$ cat config.mk
export PLATFORM = sky130hd
export DESIGN_NAME = sfd_filter
export DESIGN_NICKNAME = d
export VERILOG_FILES = /design/src/design/sfd_pkg.sv /design/src/design/sfd_buf2.sv /design/src/design/sfd_filter.sv
export SDC_FILE = /design/constraint.sdc
export NUM_CORES = 2
export LEC_CHECK = 0
export BUFFER_PORTS_ARGS = -buffer_cell sky130_fd_sc_hd__buf_2
export CORE_MARGIN = 2
export CORE_UTILIZATION = 31
export DETAILED_ROUTE_END_ITERATION = 7
export GPL_TIMING_DRIVEN = 0
export PLACE_DENSITY_LB_ADDON = 0.25
export SLEW_MARGIN = 15
export SYNTH_ARGS = -nofsm -noshare
export SYNTH_HDL_FRONTEND = slang
export SYNTH_SLANG_ARGS = --single-unit
export TNS_END_PERCENT = 5
$ cat constraint.sdc
create_clock -name clk -period 12.8 [get_ports clk]
set_input_delay 1.28 -clock clk [delete_from_list [all_inputs] [get_ports clk]]
set_output_delay 1.28 -clock clk [all_outputs]
set_load 0.02 [all_outputs]
$ cat src/design/sfd_pkg.sv
// constants and types for the sinc/fir decimation filter
package sfd_pkg;
    typedef enum logic {SFD_MODE_SINC = 1'b0, SFD_MODE_FIR = 1'b1} sfd_mode_t;

    typedef struct packed {
        sfd_mode_t mode;
        logic [2:0] order;
        logic [3:0] rate;
    } sfd_cfg_t;

    typedef struct packed {
        sfd_mode_t mode;
        logic [31:0] value;
    } sfd_word_t;

    localparam sfd_cfg_t SFD_CFG_RST = '{mode: SFD_MODE_SINC, order: 3'h1, rate: 4'h0};

    // modulator sample every eighth converter clock
    localparam logic [2:0] SFD_MOD_DIV_LAST = 3'h7;

    localparam int SFD_S1_ORDER = 5;
    localparam int SFD_S1_W = 32;
    localparam int SFD_S2_ORDER = 4;
    localparam int SFD_S1_FS_MSB = 30;
    localparam int SFD_S2_IN_LSB = 5;
    localparam int SFD_S2_IN_W = SFD_S1_FS_MSB - SFD_S2_IN_LSB + 1;
    localparam int SFD_S2_W = SFD_S2_IN_W + 4 * 13;
    localparam int SFD_OUT_W = 32;

    localparam logic [6:0] SFD_A64_LAST = 7'h3F;
    localparam logic [6:0] SFD_A48_LAST = 7'h2F;
    localparam logic [6:0] SFD_A24_LAST = 7'h17;

    localparam logic [3:0] SFD_RATE_BYP64 = 4'hD;
    localparam logic [3:0] SFD_RATE_BYP48 = 4'hE;
    localparam logic [3:0] SFD_RATE_BYP24 = 4'hF;

    localparam logic [12:0] SFD_B_TABLE [16] = '{
        13'h1680, 13'h0B40, 13'h05A0, 13'h0360, 13'h02D0, 13'h0120, 13'h00F0, 13'h0090,
        13'h0024, 13'h000C, 13'h0006, 13'h0003, 13'h0002, 13'h0001, 13'h0001, 13'h0001};
    localparam logic [3:0] SFD_SH_TABLE [16] = '{
        4'hD, 4'hC, 4'hB, 4'hA, 4'hA, 4'h9, 4'h8, 4'h8,
        4'h6, 4'h4, 4'h3, 4'h2, 4'h1, 4'h0, 4'h0, 4'h0};

    // fir pre-stage runs at 600 Hz: 14400 / 24
    localparam logic [12:0] SFD_B_FIR = 13'h0018;
    localparam logic [3:0] SFD_SH_FIR = 4'h5;

    localparam logic [4:0] SFD_FIR_LAST = 5'h1D;
    localparam logic [5:0] SFD_FIR_TAPS = 6'h1E;
    localparam int SFD_COEF_SH = 15;
    localparam logic signed [15:0] SFD_FIR_COEF [30] = '{default: 16'sh0444};

    // averager shift per rate code: 2.5, 5, 10 sps, all others 20 sps
    localparam logic [1:0] SFD_AVG_SH [16] = '{
        2'h3, 2'h2, 2'h1, 2'h0, 2'h0, 2'h0, 2'h0, 2'h0,
        2'h0, 2'h0, 2'h0, 2'h0, 2'h0, 2'h0, 2'h0, 2'h0};
endpackage

$ cat src/design/sfd_buf2.sv
// two-entry output buffer with valid/ready on both sides
`timescale 1ns/100ps
module sfd_buf2
(
    input logic clk,
    input logic srst,
    input logic in_valid,
    output logic in_ready,
    input sfd_pkg::sfd_word_t in_word,
    output logic out_valid,
    input logic out_ready,
    output sfd_pkg::sfd_word_t out_word
);
    import sfd_pkg::*;

    sfd_word_t mem_r [0:1];
    logic [1:0] cnt_r;
    logic wr_ptr_r;
    logic rd_ptr_r;
    logic push;
    logic pop;

    assign in_ready = (cnt_r != 2'h2);
    assign out_valid = (cnt_r != 2'h0);
    assign out_word = mem_r[rd_ptr_r];
    assign push = in_valid && in_ready;
    assign pop = out_valid && out_ready;

    always_ff @(posedge clk)
    begin
        if (srst)
        begin
            mem_r[0] <= '0;
            mem_r[1] <= '0;
        end
        else if (push)
        begin
            mem_r[wr_ptr_r] <= in_word;
        end
    end

    always_ff @(posedge clk)
    begin
        if (srst)
        begin
            cnt_r <= 2'h0;
            wr_ptr_r <= 1'b0;
            rd_ptr_r <= 1'b0;
        end
        else
        begin
            if (push)
                wr_ptr_r <= ~wr_ptr_r;
            if (pop)
                rd_ptr_r <= ~rd_ptr_r;
            if (push && !pop)
                cnt_r <= cnt_r + 2'h1;
            else if (pop && !push)
                cnt_r <= cnt_r - 2'h1;
        end
    end
endmodule // sfd_buf2

$ cat src/design/sfd_filter.sv
// sinc/fir decimation filter for the modulator bit stream
// Functional notes
// - first stage is fixed sinc5, decimating by 24, 48 or 64
// - modulator bits are taken once every eight converter clocks
// - rates 38400, 19200, 14400 bypass stage two; output is stage one
// - lower rates: stage two decimates the 14400 sps stage-one stream further
// - output rate is modulator rate divided by A times B
// - stage two is sinc of order one to four from the order field
// - codes 0000..1100 use A 64 and the tabulated B values
// - 1101 is A 64 B 1; 1110 A 48, 1111 A 24; all three bypassed
// - all rates scale with the converter clock; no absolute timing used
// - stage two is an order-N moving sum of length B
// - fir mode uses a coefficient filter against 50 and 60 Hz lines
// - fir mode offers 2.5, 5, 10, 20 sps, settled in one conversion
// - fir takes the 600 Hz sinc stream and decimates by 30
// - first-order averager after fir gives 10, 5 and 2.5 sps
// - two modes: sinc mode and fir mode
// - input is the one-bit ones-density stream, filtered and decimated
`timescale 1ns/100ps
module sfd_filter
(
    input logic clk,
    input logic srst,
    input logic mod_bit,
    input sfd_pkg::sfd_cfg_t cfg,
    output logic res_valid,
    input logic res_ready,
    output sfd_pkg::sfd_word_t res_word,
    output logic res_overrun
);
    import sfd_pkg::*;

    logic mod_meta_r;
    logic mod_sync_r;
    sfd_cfg_t cfg_r;
    logic cfg_change;
    logic clr;
    logic fir_mode;
    logic bypass;
    logic [6:0] a_last;
    logic [12:0] b_val;
    logic [12:0] b_last;
    logic [3:0] b_sh;
    logic [2:0] ord;
    logic [1:0] ord_idx;
    logic [1:0] avg_sh;
    logic [6:0] sh_amt;
    logic [2:0] mod_cnt_r;
    logic mod_tick;

    // pin synchroniser
    always_ff @(posedge clk)
    begin
        if (srst)
        begin
            mod_meta_r <= 1'b0;
            mod_sync_r <= 1'b0;
        end
        else
        begin
            mod_meta_r <= mod_bit;
            mod_sync_r <= mod_meta_r;
        end
    end

    always_ff @(posedge clk)
    begin
        if (srst)
            cfg_r <= SFD_CFG_RST;
        else
            cfg_r <= cfg;
    end

    assign cfg_change = (cfg != cfg_r);
    assign clr = srst || cfg_change;

    // settings decode
    always_comb
    begin
        fir_mode = (cfg_r.mode == SFD_MODE_FIR);
        bypass = !fir_mode && (cfg_r.rate >= SFD_RATE_BYP64);
        if (cfg_r.rate == SFD_RATE_BYP24)
            a_last = SFD_A24_LAST;
        else if (cfg_r.rate == SFD_RATE_BYP48)
            a_last = SFD_A48_LAST;
        else
            a_last = SFD_A64_LAST;
        b_val = fir_mode ? SFD_B_FIR : SFD_B_TABLE[cfg_r.rate];
        b_sh = fir_mode ? SFD_SH_FIR : SFD_SH_TABLE[cfg_r.rate];
        if (cfg_r.order == 3'h0)
            ord = 3'h1;
        else if (cfg_r.order > 3'h4)
            ord = 3'h4;
        else
            ord = cfg_r.order;
        avg_sh = SFD_AVG_SH[cfg_r.rate];
    end

    assign b_last = b_val - 13'h0001;
    assign ord_idx = 2'(ord - 3'h1);
    assign sh_amt = 7'(ord * b_sh);

    // modulator sample divider
    always_ff @(posedge clk)
    begin
        if (clr)
            mod_cnt_r <= 3'h0;
        else
            mod_cnt_r <= mod_cnt_r + 3'h1;
    end

    assign mod_tick = (mod_cnt_r == SFD_MOD_DIV_LAST);

    // stage one: sinc5, decimation by a
    logic [SFD_S1_W-1:0] integ1 [0:SFD_S1_ORDER-1];
    logic [SFD_S1_W-1:0] dly1 [0:SFD_S1_ORDER-1];
    logic [SFD_S1_W-1:0] c1 [0:SFD_S1_ORDER];
    logic [6:0] s1_cnt_r;
    logic s1_tick;
    logic s1_valid_r;
    logic [SFD_S1_W-1:0] s1_out_r;

    assign s1_tick = mod_tick && (s1_cnt_r == a_last);
    assign c1[0] = integ1[SFD_S1_ORDER-1];

    genvar k;
    generate
        for (k = 0; k < SFD_S1_ORDER; k++)
        begin : g_s1
            logic [SFD_S1_W-1:0] src;
            if (k == 0)
            begin : g_first
                assign src = {{(SFD_S1_W-1){1'b0}}, mod_sync_r};
            end
            else
            begin : g_next
                assign src = integ1[k-1];
            end
            assign c1[k+1] = c1[k] - dly1[k];
            always_ff @(posedge clk)
            begin
                if (clr)
                begin
                    integ1[k] <= '0;
                    dly1[k] <= '0;
                end
                else
                begin
                    if (mod_tick)
                        integ1[k] <= integ1[k] + src;
                    if (s1_tick)
                        dly1[k] <= c1[k];
                end
            end
        end
    endgenerate

    always_ff @(posedge clk)
    begin
        if (clr)
        begin
            s1_cnt_r <= 7'h00;
            s1_valid_r <= 1'b0;
            s1_out_r <= '0;
        end
        else
        begin
            if (mod_tick)
                s1_cnt_r <= (s1_cnt_r == a_last) ? 7'h00 : s1_cnt_r + 7'h01;
            s1_valid_r <= s1_tick;
            if (s1_tick)
                s1_out_r <= c1[SFD_S1_ORDER];
        end
    end

    // stage two: sinc order 1..4, decimation by b
    logic [SFD_S2_W-1:0] integ2 [0:SFD_S2_ORDER-1];
    logic [SFD_S2_W-1:0] dly2 [0:SFD_S2_ORDER-1];
    logic [SFD_S2_W-1:0] c2 [0:SFD_S2_ORDER];
    logic [SFD_S2_W+SFD_S2_IN_LSB-1:0] s2_scaled;
    logic [12:0] s2_cnt_r;
    logic s2_en;
    logic s2_tick;
    logic s2_valid_r;
    logic [SFD_OUT_W-1:0] s2_out_r;

    assign s2_en = s1_valid_r && !bypass;
    assign s2_tick = s2_en && (s2_cnt_r == b_last);
    assign c2[0] = integ2[ord_idx];
    assign s2_scaled = {c2[ord], {SFD_S2_IN_LSB{1'b0}}} >> sh_amt;

    generate
        for (k = 0; k < SFD_S2_ORDER; k++)
        begin : g_s2
            logic [SFD_S2_W-1:0] src;
            if (k == 0)
            begin : g_first
                assign src = {{(SFD_S2_W-SFD_S2_IN_W){1'b0}},
                              s1_out_r[SFD_S1_FS_MSB:SFD_S2_IN_LSB]};
            end
            else
            begin : g_next
                assign src = integ2[k-1];
            end
            assign c2[k+1] = c2[k] - dly2[k];
            always_ff @(posedge clk)
            begin
                if (clr)
                begin
                    integ2[k] <= '0;
                    dly2[k] <= '0;
                end
                else
                begin
                    if (s2_en)
                        integ2[k] <= integ2[k] + src;
                    if (s2_tick)
                        dly2[k] <= c2[k];
                end
            end
        end
    endgenerate

    always_ff @(posedge clk)
    begin
        if (clr)
        begin
            s2_cnt_r <= 13'h0000;
            s2_valid_r <= 1'b0;
            s2_out_r <= '0;
        end
        else
        begin
            if (s2_en)
                s2_cnt_r <= (s2_cnt_r == b_last) ? 13'h0000 : s2_cnt_r + 13'h0001;
            s2_valid_r <= s2_tick;
            if (s2_tick)
                s2_out_r <= s2_scaled[SFD_OUT_W-1:0];
        end
    end

    // fir section: 30 taps on the 600 Hz stream, one output per 30 inputs
    logic fir_en;
    logic [4:0] fir_idx_r;
    logic signed [48:0] fir_prod;
    logic signed [55:0] fir_acc_r;
    logic signed [55:0] fir_sum;
    logic signed [55:0] fir_shf;
    logic fir_valid_r;
    logic [SFD_OUT_W-1:0] fir_out_r;

    assign fir_en = s2_valid_r && fir_mode;
    assign fir_prod = $signed({1'b0, s2_out_r}) * SFD_FIR_COEF[fir_idx_r];
    assign fir_sum = fir_acc_r + 56'(fir_prod);
    assign fir_shf = fir_sum >>> SFD_COEF_SH;

    always_ff @(posedge clk)
    begin
        if (clr)
        begin
            fir_idx_r <= 5'h00;
            fir_acc_r <= '0;
            fir_valid_r <= 1'b0;
            fir_out_r <= '0;
        end
        else
        begin
            fir_valid_r <= fir_en && (fir_idx_r == SFD_FIR_LAST);
            if (fir_en)
            begin
                if (fir_idx_r == SFD_FIR_LAST)
                begin
                    fir_idx_r <= 5'h00;
                    fir_acc_r <= '0;
                    fir_out_r <= fir_shf[SFD_OUT_W-1:0];
                end
                else
                begin
                    fir_idx_r <= fir_idx_r + 5'h01;
                    fir_acc_r <= fir_sum;
                end
            end
        end
    end

    // first-order averager after the fir
    logic [2:0] avg_cnt_r;
    logic [2:0] avg_last;
    logic [34:0] avg_acc_r;
    logic [34:0] avg_sum;
    logic [34:0] avg_shf;
    logic avg_valid_r;
    logic [SFD_OUT_W-1:0] avg_out_r;

    assign avg_last = 3'((4'h1 << avg_sh) - 4'h1);
    assign avg_sum = avg_acc_r + {3'h0, fir_out_r};
    assign avg_shf = avg_sum >> avg_sh;

    always_ff @(posedge clk)
    begin
        if (clr)
        begin
            avg_cnt_r <= 3'h0;
            avg_acc_r <= '0;
            avg_valid_r <= 1'b0;
            avg_out_r <= '0;
        end
        else
        begin
            avg_valid_r <= fir_valid_r && (avg_cnt_r == avg_last);
            if (fir_valid_r)
            begin
                if (avg_cnt_r == avg_last)
                begin
                    avg_cnt_r <= 3'h0;
                    avg_acc_r <= '0;
                    avg_out_r <= avg_shf[SFD_OUT_W-1:0];
                end
                else
                begin
                    avg_cnt_r <= avg_cnt_r + 3'h1;
                    avg_acc_r <= avg_sum;
                end
            end
        end
    end

    // result select and strobe
    logic sel_strobe;
    logic [SFD_OUT_W-1:0] sel_value;
    logic word_strobe_r;
    sfd_word_t word_r;
    logic buf_ready;

    always_comb
    begin
        if (bypass)
        begin
            sel_strobe = s1_valid_r;
            sel_value = s1_out_r;
        end
        else if (!fir_mode)
        begin
            sel_strobe = s2_valid_r;
            sel_value = s2_out_r;
        end
        else
        begin
            sel_strobe = avg_valid_r;
            sel_value = avg_out_r;
        end
    end

    always_ff @(posedge clk)
    begin
        if (clr)
        begin
            word_strobe_r <= 1'b0;
            word_r <= '0;
        end
        else
        begin
            word_strobe_r <= sel_strobe;
            if (sel_strobe)
                word_r <= '{mode: cfg_r.mode, value: sel_value};
        end
    end

    always_ff @(posedge clk)
    begin
        if (srst)
            res_overrun <= 1'b0;
        else
            res_overrun <= word_strobe_r && !buf_ready;
    end

    sfd_buf2 u_buf
    (
        .clk(clk),
        .srst(srst),
        .in_valid(word_strobe_r),
        .in_ready(buf_ready),
        .in_word(word_r),
        .out_valid(res_valid),
        .out_ready(res_ready),
        .out_word(res_word)
    );

    // assertion helpers: event counts between outputs
    logic [7:0] mod_since_r;
    logic [12:0] s1_since_r;
    logic [5:0] s2_since_r;
    logic [3:0] fir_since_r;

    always_ff @(posedge clk)
    begin
        if (clr)
        begin
            mod_since_r <= 8'h00;
            s1_since_r <= 13'h0000;
            s2_since_r <= 6'h00;
            fir_since_r <= 4'h0;
        end
        else
        begin
            mod_since_r <= s1_valid_r ? 8'h00 : mod_since_r + {7'h00, mod_tick};
            s1_since_r <= s2_valid_r ? 13'h0000 : s1_since_r + {12'h000, s2_en};
            s2_since_r <= fir_valid_r ? 6'h00 : s2_since_r + {5'h00, fir_en};
            fir_since_r <= avg_valid_r ? 4'h0 : fir_since_r + {3'h0, fir_valid_r};
        end
    end

    AST_MOD_PERIOD: assert property (@(posedge clk) disable iff (srst || cfg_change)
        mod_tick |=> (!mod_tick)[*7] ##1 mod_tick)
        else $error("modulator sample spacing is not eight clocks");

    AST_S1_RATIO: assert property (@(posedge clk) disable iff (srst)
        s1_valid_r |-> mod_since_r == ({1'b0, a_last} + 8'h01))
        else $error("stage one decimation ratio wrong");

    AST_BYPASS_PATH: assert property (@(posedge clk) disable iff (srst)
        bypass && s1_valid_r && !cfg_change |=> word_strobe_r && word_r.value == $past(s1_out_r))
        else $error("bypass rate did not deliver stage one result");

    AST_B_RATIO: assert property (@(posedge clk) disable iff (srst)
        s2_valid_r |-> s1_since_r == b_val)
        else $error("stage two decimation ratio wrong");

    AST_STROBE_ONE: assert property (@(posedge clk) disable iff (srst)
        word_strobe_r |=> !word_strobe_r)
        else $error("output strobe longer than one cycle");

    AST_CLEAR: assert property (@(posedge clk) disable iff (srst)
        cfg_change |=> mod_cnt_r == 3'h0 && s1_cnt_r == 7'h00 && integ1[0] == '0
            && s2_cnt_r == 13'h0000 && fir_idx_r == 5'h00 && !word_strobe_r)
        else $error("settings change did not clear filter state");

    AST_FIR_DEC: assert property (@(posedge clk) disable iff (srst)
        fir_valid_r |-> s2_since_r == SFD_FIR_TAPS)
        else $error("fir did not decimate by thirty");

    AST_AVG_DEC: assert property (@(posedge clk) disable iff (srst)
        avg_valid_r |-> fir_since_r == (4'h1 << avg_sh))
        else $error("averager decimation wrong");
endmodule // sfd_filter

* After elaboration in Yosys (flattened, before gate mapping)
Memory sizes are Yosys's and may differ from the RTL's. A register that Yosys moved wholly into a read port is not among the register bits. Cells that the tools add are included. Widths: inputs -> output; s select.
Cells by class: $add $sub $neg 30, multiply operators 2, magnitude comparators 5, equality and inequality tests 9, shift-type cells 3, mux-type cells 71, bitwise gates (word level) 23, reduce and logical (&&, ||, !) cells 24
Operator list (count):
- $mux 78 | 10
- $mux 32 | 12
- $sub 78x78->78 | 4
- $add 78x78->78 | 3
- $bmux 78 s3 | 1
- $sub 32x32->32 | 5
- $add 32x32->32 | 4
- $shr 83x7->32 | 1
- $add 78x26->78 | 1
- $add 56x49->56 | 1
- $mux 56 | 1
- $mux 13 | 4
- $mul 33x16->49 | 1
- $add 35x32->35 | 1
- $mux 35 | 1
- $shr 35x2->32 | 1
- $mux 33 | 1
- $reduce_or 33->1 | 1
- $add 32x1->32 | 1
- $mux 16 | 2
- $mux 1 | 25
- $or 1x1->1 | 18
- $add 13x1->13 const B | 1
- $eq 13x13->1 | 1
- 36 further kinds | 66
Word-level totals: bits in registers 303, RAM bits 1010, memory bits (read-only) 816, logic and storage cells 203, memories 9
Memory list:
- (name not given) | words 32, bits a word 16, read ports 1, clocked after Yosys merged registers in 0, wr ports 0, RTL line sfd_filter.sv:253 | assign fir_prod = $signed({1'b0, s2_out_r}) * SFD_FIR_COEF[fir_idx_r];
- dly2 | words 4, bits a word 78, read ports 4, clocked after Yosys merged registers in 0, wr ports 4, RTL line sfd_filter.sv:178 | logic [SFD_S2_W-1:0] dly2 [0:SFD_S2_ORDER-1];
- integ2 | words 4, bits a word 78, read ports 5, clocked after Yosys merged registers in 0, wr ports 4, RTL line sfd_filter.sv:177 | logic [SFD_S2_W-1:0] integ2 [0:SFD_S2_ORDER-1];
- (name not given) | words 16, bits a word 13, read ports 1, clocked after Yosys merged registers in 0, wr ports 0, RTL line sfd_filter.sv:88 | b_val = fir_mode ? SFD_B_FIR : SFD_B_TABLE[cfg_r.rate];
- dly1 | words 5, bits a word 32, read ports 5, clocked after Yosys merged registers in 0, wr ports 5, RTL line sfd_filter.sv:116 | logic [SFD_S1_W-1:0] dly1 [0:SFD_S1_ORDER-1];
- integ1 | words 5, bits a word 32, read ports 5, clocked after Yosys merged registers in 0, wr ports 5, RTL line sfd_filter.sv:115 | logic [SFD_S1_W-1:0] integ1 [0:SFD_S1_ORDER-1];
- +3 memories

* Logic depth before layout (Yosys ltp)
An unclocked memory read counts as a cell.
word-level depth 13, gate-level depth with buffers 62, depth with buffers taken out 53

* Hierarchy
From an unflattened synthesis, not the netlist that was laid out.
Unflattened totals: cells, all modules 12752, area, all modules 110752.5 sq um
Modules (own cells, without submodules):
- sfd_filter | times used 1, cells an instance 12514, area each 107580.7 sq um, seq. area each 34112.7 sq um
- sfd_buf2 | times used 1, cells an instance 238, area each 3171.8 sq um, seq. area each 2082.0 sq um

* Worst setup path after synthesis
OpenSTA, ideal clock, no wires.
path type register -> register, start point register cfg_r[1] in the netlist's numbering, end point memory dly2[0][0] in the netlist's numbering (enable), setup time 0.799 ns, arrival time 12.082 ns, data required time 12.001 ns, slack -0.081 ns, cell stages (with the launch flop) 20, period minus slack after synthesis 12.881 ns, path through dfxtp_1 clkbuf_1 inv_1 ha_1 nand2_1 inv_1 o21ai_0 ha_1 nand4_1 nor3_1 o211ai_1 o21ai_0 a22oi_1 o21ai_0 a21oi_1 nor3b_1 clkbuf_1 a21oi_1 inv_1 clkbuf_1
RTL lines:
- start, declared | RTL line sfd_filter.sv:35 | sfd_cfg_t cfg_r;
- start signal, assigned | RTL line sfd_filter.sv:71 | cfg_r <= cfg;
- end, declared | RTL line sfd_filter.sv:178

==> run metrics <==
run status complete, no violations; core outline area between 0.3 and 0.4 sq mm; max_cap viols 0; Syn Nets ~14000; Area contributors post-synth edfxtp_1 (27%), ha_1 (12%), dfxtp_1 (5.3%), a21oi_1 (5.1%), nor2_1 (4.8%); share of flip-flops with an asynchronous set or reset 0; Switching Fraction 0.482; DR WL/cell ~23 um; Synth area leader edfxtp_1; clock root buffer clkbuf_16; layout cells sized above 1 0.107; Pre-antenna DRT Iters 7; Inserted Clock Buffers between 150 and 200; post-synth top area share 0.273; CP Launch Type register; DIE AREA ~0.36 sq mm; Ys Warns 0; Finished Layout Cells roughly 18000; commonest non-fill, non-tap cell in the layout nor2_1; wirelength, routed ~420000 um; utilization after layout 0.364; largest net degree at the start of global routing 80; internal power roughly 15 mW; Post-synth EDFFs a little over 1000; die height between 600 and 700 um; Slew @ Worst Pin 1.44 ns; Max rail drop VDD roughly 0.0003 V; Hold Buf Count CTS 0; first-pass GRT wire length 609000 um; sequential share of the synthesized area 0.326; gate count of the mapped netlist around 13000; CP dominant cell by count clkbuf_16; Fin. Hold Viols 0; setup TNS 0 ns; CTS max path bufs 4; vias in the first global route 93802; fmax 0.0792 GHz; static leakage around 55 nW; dpl cells around 18000; initial antenna violation count 28; clk_lat worst skew 0.91 ns; # clock sinks between 1000 and 1500; main flop type after synthesis edfxtp_1; via count 99226; Final nets around 15000; CP Class register to register; Arr. time, crit path between 10 and 15 ns; CP max stage delay roughly 0.55 ns; hold crit path type register to register; Final Critical Period roughly 13 ns; Placer Congestion roughly 1.0; FP Rows approximately 220; #FFs+latches synth 1303; final period utilization 0.987; most frequent cells in the layout nor2_1 (1393), a21oi_1 (1046), edfxtp_1 (1010); Synth Cell Area ~0.11 sq mm; CTS tree built; max-slew violations 0; Syn-to-layout area delta 16.9%; Mean Syn Cell Area between 8 and 9 sq um; Pwr per Cell Area 226 mW/mm^2; clk slew on worst S/H paths approximately 0.060 ns; required time worst endpoint 13.56 ns; Net Sw Power between 10 and 15 mW; slowest CP cell a21oi_1; gr usage total 0.219; Distinct cells, synth about 100; CP Capture Type register; HPWL after DPL 324000 um; Vias/cell 5.42; htree depth 4; Clock power frac 0.166; slew margin rel. 0.0326; Max FO, Critical Path 10; DRC 0; unrepaired setup endpoints after global routing true; sequential power share 0.155; die width 603 um; ANT nets after route 0; initial drt markers 9426; initial core utilization 0.312; part of the power in combinational logic 0.679; Ports 47; Final setup viols 0; overflow left after global routing 0; port bufs 46; Layout Skew slightly above 0.08 ns
power by group through the flow:
stage | Clock (mW) | Sequential (mW) | Combinational, mW
CTS | 4.98 | 4.54 | 18.6
global placement | 0 | 4.63 | 17.5
floorplan | 0 | 4.62 | 12.6
detailed placement | 0 | 4.63 | 17.4
global route | 5.12 | 4.54 | 21.4
finish | 4.88 | 4.54 | 19.9
state kept, by name, indices dropped and copies added (netlist names), 2 cells and up, named ones only:
| name | count |
|---|---|
| avg_out_r | 32 |
| cfg_r | 7 |
| u_buf.mem_r | 66 |
| word_r | 33 |
| integ2 | 312 |
| fir_out_r | 32 |
| s1_cnt_r | 7 |
| avg_cnt_r | 3 |
| dly1 | 160 |
| s2_cnt_r | 13 |
| integ1 | 160 |
| mod_cnt_r | 3 |
| s2_out_r | 32 |
| s1_out_r | 32 |
| fir_idx_r | 5 |
| fir_acc_r | 45 |
| u_buf.cnt_r | 2 |
| dly2 | 312 |
| avg_acc_r | 35 |
metrics by stage:
step                      hold WS [ns]  total power, mW  instance area, sq um  setup WS (ns)
after floorplan                  0.399             17.2                111000          0.150
after global placement           0.430             22.1                117000          -9.86
after detailed placement         0.443             22.0                118000          -7.82
after CTS                        0.451             28.1                128000       -0.00436
after global routing             0.464             31.0                130000         -0.101
final                            0.451             29.3                130000          0.168
cells by family (layout without fill, tap and decap cells):
group | Yosys count | after routing | synth area share
compound gates | 3571 | 3571 | 0.204
xor+xnor | 889 | 889 | 0.0704
fa+ha+maj | 1150 | 1150 | 0.135
buf+inv | 1461 | 2035 | 0.0495
flops | 1303 | 1303 | 0.326
mux | 349 | 349 | 0.0344
other cells | 0 | 7 | 0
simple gates | 4246 | 4246 | 0.181
layout make-up:
type | instances | area, sq um
clock inverter | 75 | 682
timing repair buffer | 319 | 2740
inverter | 906 | 3400
fill | 36732 | 227000
multi-input combinational | 10205 | 73700
clock buffer | 240 | 4800
tap | 4751 | 5940
sequential | 1303 | 36200
buffer | 495 | 2440
antenna | 7 | 17.5
repair_timing:
action	CTS	global route
gates cloned	0	0
setup buffers	161	87
pin swaps	135	133
endpoints found under the setup margin	132	32
gates resized for setup	718	317
cells in the mapped netlist, types with 83 or more instances:
cell,instances
clkbuf_1,501
edfxtp_1,1010
o211ai_1,103
o21ai_0,746
a211oi_1,121
o21bai_1,144
ha_1,1072
nand2_1,1001
a31oi_1,101
xor2_1,390
xnor2_1,496
nand3_1,240
a21o_1,468
o21a_1,114
and3_1,392
mux2i_1,248
a21oi_1,1123
inv_1,903
nor2_1,1418
nor3_1,266
nor2b_1,148
nand4_1,156
dfxtp_1,293
and2_1,237
nand2b_1,124
mux2_2,83
worst paths after layout:
check,startpoint,endpoint,depth (start not counted),slack (ns)
worst max-delay path,cfg_r[5]$_SDFF_PP0_,s2_out_r[6]$_SDFFE_PP0P_,59,0.17
worst min register to register,avg_out_r[6]$_SDFFE_PP0P_,avg_out_r[6]$_SDFFE_PP0P_,2,0.45
worst min-delay path,avg_out_r[6]$_SDFFE_PP0P_,avg_out_r[6]$_SDFFE_PP0P_,2,0.45
worst max register to register,cfg_r[5]$_SDFF_PP0_,s2_out_r[6]$_SDFFE_PP0P_,59,0.17
worst max-delay path, delay by kind of cell, from the launching register on:
| kind | cells | cell delay [ns] |
|---|---|---|
| xor+xnor | 4 | 0.76 |
| buf+inv | 13 | 2.04 |
| fa+ha+maj | 4 | 1.14 |
| compound gates | 23 | 5.26 |
| simple gates | 15 | 2.84 |
| flops | 1 | 0.33 |
routing by layer:
layer,share of wire,wire (um),GRT usage,vias to the layer above
met5,0.00089,368,0,-
met4,0.039,16100,0.0754,8
met3,0.064,26600,0.0293,777
met2,0.44,182000,0.347,3117
met1,0.46,190000,0.306,47609
li1,-,-,-,47715
No activity file was read; power rests on OpenSTA's default activity.
